**src/twp_defs.vh**
```
// Constants for the timed write protection gates.
// Contract
// - Writing 0xaa then 0x55 to the ticket gate grants one guarded write.
// - The first guarded write consumes the ticket; the next needs the key.
// - Reads of ticket-guarded registers always succeed, locked or not.
// - Ticket gate guards watchdog restart bit at 0xd8, 0xc6 and 0x9d.
// - A granted ticket never times out; it lasts until used or voided.
// - Any access to the ticket gate after a grant voids the ticket.
// - Ticket gate reads lock flag in bit 0: 1 unlocked, 0 locked.
// - Window gate uses the same key and then allows any number of writes.
// - The window stays open 256 clock periods, then relocks by itself.
// - Repeating the key while open extends the window.
// - Writing 0x00 to the window gate closes the window at once.
// - Window gate reads its open flag in bit 0.
// - Gates run on the CPU clock and hold state while it is stopped.
// - The wake-up enable mask register is guarded by the window gate.
`ifndef TWP_DEFS_VH
`define TWP_DEFS_VH
`define TWP_ADDR_TICKET 8'hc7
`define TWP_ADDR_WINDOW 8'hc9
`define TWP_ADDR_WDCTL 8'hd8
`define TWP_ADDR_MEMCFG 8'hc6
`define TWP_ADDR_ADRCFG 8'h9d
`define TWP_ADDR_WAKEMASK 8'h9f
`define TWP_KEY_FIRST 8'haa
`define TWP_KEY_SECOND 8'h55
`define TWP_WINDOW_CLOSE 8'h00
`define TWP_WINDOW_CYCLES 256
`define TWP_EXTEND_CYCLES 128
`define TWP_LOCK_BIT 0
`endif

```
**src/twp_gate.v**
```verilog
// Single-ticket and timed-window write protection gates.
`include "twp_defs.vh"
`default_nettype none
module twp_gate #(
  parameter WINDOW_CYCLES = `TWP_WINDOW_CYCLES,
  parameter EXTEND_CYCLES = `TWP_EXTEND_CYCLES,
  parameter CW = 9
) (
  input wire i_ref_clk,
  input wire i_rst,
  input wire i_sfr_wr,
  input wire i_sfr_rd,
  input wire [7:0] i_sfr_addr,
  input wire [7:0] i_sfr_wdata,
  input wire i_wdctl_restart_bit,
  output reg [7:0] o_sfr_rdata,
  output reg o_sfr_rvalid,
  output reg o_single_ticket_lock_flag,
  output reg o_timed_window_lock_flag,
  output reg o_guarded_wr_grant,
  output reg o_guarded_wr_block
);
  // Key recognizer states.
  localparam KEY_IDLE = 1'b0;
  localparam KEY_GOT_FIRST = 1'b1;
  localparam [CW-1:0] WIN_LOAD = WINDOW_CYCLES[CW-1:0];
  localparam [CW:0] EXT_ADD = EXTEND_CYCLES[CW:0];
  localparam [CW:0] WIN_MAX = WINDOW_CYCLES[CW:0];

  reg ticket_key;
  reg window_key;
  reg ticket_open;
  reg [CW-1:0] window_count;
  reg next_ticket_key;
  reg next_window_key;
  reg next_ticket_open;
  reg [CW-1:0] next_window_count;
  reg [CW:0] ext_sum;
  reg ticket_target;
  reg window_target;
  reg [7:0] next_rdata;

  wire acc_ticket = (i_sfr_wr | i_sfr_rd) &&
    (i_sfr_addr == `TWP_ADDR_TICKET);
  wire wr_ticket = i_sfr_wr && (i_sfr_addr == `TWP_ADDR_TICKET);
  wire wr_window = i_sfr_wr && (i_sfr_addr == `TWP_ADDR_WINDOW);
  wire window_open = (window_count != {CW{1'b0}});

  always @* begin
    // The watchdog control register is guarded only when the restart bit
    // is written as one.
    ticket_target = (i_sfr_addr == `TWP_ADDR_MEMCFG) ||
      (i_sfr_addr == `TWP_ADDR_ADRCFG) ||
      ((i_sfr_addr == `TWP_ADDR_WDCTL) && i_wdctl_restart_bit);
    window_target = (i_sfr_addr == `TWP_ADDR_WAKEMASK);
  end

  always @* begin
    next_ticket_key = ticket_key;
    next_ticket_open = ticket_open;
    if (acc_ticket && ticket_open) begin
      next_ticket_open = 1'b0;
      next_ticket_key = KEY_IDLE;
    end else if (wr_ticket) begin
      case (ticket_key)
        KEY_IDLE: begin
          if (i_sfr_wdata == `TWP_KEY_FIRST) begin
            next_ticket_key = KEY_GOT_FIRST;
          end
        end
        KEY_GOT_FIRST: begin
          next_ticket_key = KEY_IDLE;
          if (i_sfr_wdata == `TWP_KEY_SECOND) begin
            next_ticket_open = 1'b1;
          end else if (i_sfr_wdata == `TWP_KEY_FIRST) begin
            next_ticket_key = KEY_GOT_FIRST;
          end
        end
        default: begin
          next_ticket_key = KEY_IDLE;
        end
      endcase
    end else if (i_sfr_wr && ticket_target && ticket_open) begin
      next_ticket_open = 1'b0;
    end else if (i_sfr_wr) begin
      next_ticket_key = KEY_IDLE;
    end
  end

  always @* begin
    next_window_key = window_key;
    next_window_count = window_count;
    ext_sum = {1'b0, window_count} + EXT_ADD;
    if (window_open) begin
      next_window_count = window_count - {{(CW-1){1'b0}}, 1'b1};
    end
    if (wr_window) begin
      if (i_sfr_wdata == `TWP_WINDOW_CLOSE) begin
        next_window_count = {CW{1'b0}};
        next_window_key = KEY_IDLE;
      end else begin
        case (window_key)
          KEY_IDLE: begin
            if (i_sfr_wdata == `TWP_KEY_FIRST) begin
              next_window_key = KEY_GOT_FIRST;
            end
          end
          KEY_GOT_FIRST: begin
            next_window_key = KEY_IDLE;
            if (i_sfr_wdata == `TWP_KEY_SECOND) begin
              if (!window_open) begin
                next_window_count = WIN_LOAD;
              end else if (ext_sum > WIN_MAX) begin
                next_window_count = WIN_LOAD;
              end else begin
                next_window_count = ext_sum[CW-1:0];
              end
            end else if (i_sfr_wdata == `TWP_KEY_FIRST) begin
              next_window_key = KEY_GOT_FIRST;
            end
          end
          default: begin
            next_window_key = KEY_IDLE;
          end
        endcase
      end
    end else if (i_sfr_wr) begin
      next_window_key = KEY_IDLE;
    end
  end

  always @* begin
    next_rdata = 8'h00;
    if (i_sfr_addr == `TWP_ADDR_TICKET) begin
      next_rdata[`TWP_LOCK_BIT] = ticket_open;
    end else if (i_sfr_addr == `TWP_ADDR_WINDOW) begin
      next_rdata[`TWP_LOCK_BIT] = window_open;
    end
  end

  // State advances only on CPU clock edges, so a stopped clock freezes it.
  always @(posedge i_ref_clk) begin
    if (i_rst) begin
      ticket_key <= KEY_IDLE;
      window_key <= KEY_IDLE;
      ticket_open <= 1'b0;
      window_count <= {CW{1'b0}};
      o_sfr_rdata <= 8'h00;
      o_sfr_rvalid <= 1'b0;
      o_single_ticket_lock_flag <= 1'b0;
      o_timed_window_lock_flag <= 1'b0;
      o_guarded_wr_grant <= 1'b0;
      o_guarded_wr_block <= 1'b0;
    end else begin
      ticket_key <= next_ticket_key;
      window_key <= next_window_key;
      ticket_open <= next_ticket_open;
      window_count <= next_window_count;
      o_sfr_rdata <= i_sfr_rd ? next_rdata : 8'h00;
      o_sfr_rvalid <= i_sfr_rd;
      o_single_ticket_lock_flag <= next_ticket_open;
      o_timed_window_lock_flag <= (next_window_count != {CW{1'b0}});
      o_guarded_wr_grant <= i_sfr_wr &&
        ((ticket_target && ticket_open) ||
         (window_target && window_open));
      o_guarded_wr_block <= i_sfr_wr &&
        ((ticket_target && !ticket_open) ||
         (window_target && !window_open));
    end
  end
endmodule
`default_nettype wire

```
**config.mk**
```make
export PLATFORM = sky130hd
export DESIGN_NAME = twp_gate
export DESIGN_NICKNAME = d
export VERILOG_FILES = /design/src/twp_gate.v
export VERILOG_INCLUDE_DIRS = /design/src /design/src/src
export SDC_FILE = /design/constraint.sdc
export NUM_CORES = 1
export LEC_CHECK = 0
export ABC_CLOCK_PERIOD_IN_PS = 1950
export BUFFER_PORTS_ARGS = -buffer_cell sky130_fd_sc_hd__buf_4
export CAP_MARGIN = 20
export CORE_ASPECT_RATIO = 2
export CORE_UTILIZATION = 40
export CTS_CLUSTER_DIAMETER = 120
export DETAILED_ROUTE_END_ITERATION = 7
export HOLD_SLACK_MARGIN = 0.06
export PLACE_DENSITY = 0.66
export SYNTH_ARGS = -nofsm -noshare
export SYNTH_HDL_FRONTEND = slang
export SYNTH_SLANG_ARGS = --single-unit
```
**constraint.sdc**
```tcl
create_clock -name i_ref_clk -period 1.95 [get_ports i_ref_clk]
set_input_delay 0.195 -clock i_ref_clk [delete_from_list [all_inputs] [get_ports i_ref_clk]]
set_output_delay 0.195 -clock i_ref_clk [all_outputs]
set_load 0.02 [all_outputs]
```
==> metrics.csv <==
metric,value,unit
area delta synth->final,41.0,%
Critical Path Sink Type,flip-flop,
core area,3160,um^2
Worst Setup Path Type,flip-flop to flip-flop,
post-DP HPWL,3.22,mm
Worst Path Required,2.08,ns
Detailed Route Iter0 Violations,41,
CP max FO,5,
Final #Nets,240,
DR DRC count,0,
RSZ-0062 raised after global routing,yes,
YS warnings,0,
distinct cell type count after synthesis,57,
Tot GR Track Use,23.8,%
max incr delay on CP,0.58,ns
"Slew Viols, Final",0,
maxcap violations,0,
global placer's final weighted congestion,0.958,
clk root buf,clkbuf_8,
Crit path buffers/inverters,1,
status,finished with violations,
Hold Crit Class,input port to flip-flop,
H-Tree Depth,1,
most frequent cells in the layout,"buf_4 (56), nor2_1 (20), a21oi_1 (18)",
Via-to-Cell Ratio,5.93,
crit path cell chain,buf_4 -> or4b_4 -> and4_4 -> o211ai_2 -> o211ai_2 -> a2111oi_2 -> a31oi_1,
Overflow after GRT,0,
Clock Path Buffers,2,
CTS tree,built,
"commonest non-fill, non-tap cell in the layout",buf_4,
DP Cell Count,241,
IO buf count,26,
vias after detailed routing,1464,
fin crit share,100,%
TritonCTS buffer count,3,
Sink Count,17,
Die Y,83.2,um
Post-synth EDFFs,0,
Total Wirelength,3.97,mm
ys async rst share,0,%
ant diodes,0,
initial antenna violation count,0,
die footprint,3550,um^2
most frequent CP cell,o211ai_2,
worst r2r path cells,7,
Tmin final,1.96,ns
clk_lat worst skew,0.26,ns
Ports,34,
startpoint types,flip-flop,
final hold violations,0,
worst clock skew,0.00855,ns
Die W,42.6,um
fmax,0.511,GHz
Antenna Nets Post-Route,0,
Detailed Routing Iterations Pass 1,4,
"non-filler cells, final",247,
setup TNS,-0.00768,ns
pin count of the biggest net entering global routing,15,
mapped cell area,1320,um^2
syn_area_per_cell,8.35,um^2
failing checks,negative setup slack,
Hold Path Depth,2,
Critical Path Stages,7,
design area,1860,um^2
"Seq/Total Area, Yosys",25.8,%
DP Area,1740,um^2
Routed WL per cell,16.1,um
vias in the first global route,1581,
final setup vio count,1,
post-synthesis instance total,158,
# rows,29,
setup ws final,-0.00768,ns
"Max stage delay cell, worst path",or4b_4,
Leakage,0.779,nW
initial core utilization,41.8,%
first-pass GRT wire length,6.62,mm
Seq cells post-synth,17,
"Reg clk slew, reported paths",0.07,ns
Cell Pwr Density,1230,nW/um^2
WP data arrival,2.09,ns
layout cell share with drive strength beyond 1,43.1,%
Peak VDD IR,688,uV
cell family with most CP delay,simple AND/OR/NAND/NOR gates,
ys flop type,dfxtp_1,
-- metal layers --
metal | global-route usage, % | wire length, um | vias to the layer above
met1 | 20.5 | 1290 | 674
li1 | - | - | 705
met5 | 0 | 0 | -
met3 | 2.61 | 150 | 21
met2 | 47.0 | 2330 | 64
met4 | 14.5 | 195 | 0
-- kinds of logic (layout without fill, tap and decap cells) --
logic type	after synthesis	in the layout	share of synthesized area, %
and+or+nand+nor	71	71	36.3
AOI/OAI and AO/OA	50	50	28.1
DFF	17	17	25.8
buffers and inverters	17	69	7.68
adders and majority gates	2	2	1.90
other	1	7	0.284
-- power breakdown --
group	switching, mW	total, mW	leakage (nW)	internal, mW
clock	0.132	0.274	0.0255	0.142
sequential	0.0593	0.475	0.141	0.415
combinational	0.759	1.55	0.613	0.789
total	0.951	2.30	0.779	1.35
-- cells in the mapped netlist, drive strengths merged, types with 4 or more instances --
cell | instances | area [um^2]
nor2 | 21 | 81.3
nor2b | 6 | 37.5
nand2 | 7 | 26.3
a21oi | 19 | 98.9
o21ai | 8 | 43.8
and4 | 4 | 37.5
buf | 9 | 71.3
dfxtp | 17 | 340
nor4 | 4 | 55.1
o211ai | 5 | 57.6
inv | 7 | 26.3
-- flip-flops by register name, summed over array words and instances, names as in the netlist --
name	cells
ticket_key	1
o_sfr_rdata	1
o_guarded_wr_grant	1
o_timed_window_lock_flag	1
ticket_open	1
o_sfr_rvalid	1
window_key	1
window_count	9
o_guarded_wr_block	1
-- final timing paths --
check | from | endpoint | slack, ns
max reg2reg | window_count[8] | o_timed_window_lock_flag | -0.008
min | i_sfr_rd | o_sfr_rvalid | 0.21
max | window_count[8] | o_timed_window_lock_flag | -0.008
min reg2reg | ticket_key | ticket_open | 0.46
-- final cells by class --
class	instances	area [um^2]
Clock buffer	3	41.3
Inverter	7	26.3
Multi-Input combinational cell	130	952
Tap cell	31	38.8
Sequential cell	17	347
Timing Repair Buffer	58	452
Clock inverter	1	5.00
Fill cell	276	1290
-- what timing repair did --
item,in CTS,in global routing
gates resized for setup,9,4
setup buffers,2,0
endpoints found under the setup margin,1,3
hold buffers,0,0
pin swaps,4,3
-- stage by stage --
step	utilization [%]	setup WS (ns)	power [mW]	hold WS [ns]
after floorplan	-	0.0336	1.35	0.267
after global placement	55.0	0.00193	1.83	0.454
after detailed placement	55.0	-0.0530	1.85	0.459
after CTS	58.8	0.00840	2.27	0.209
after global routing	59.0	-0.0849	2.44	0.226
final	59.0	-0.00768	2.30	0.206
No activity file was read; power rests on OpenSTA's default activity.
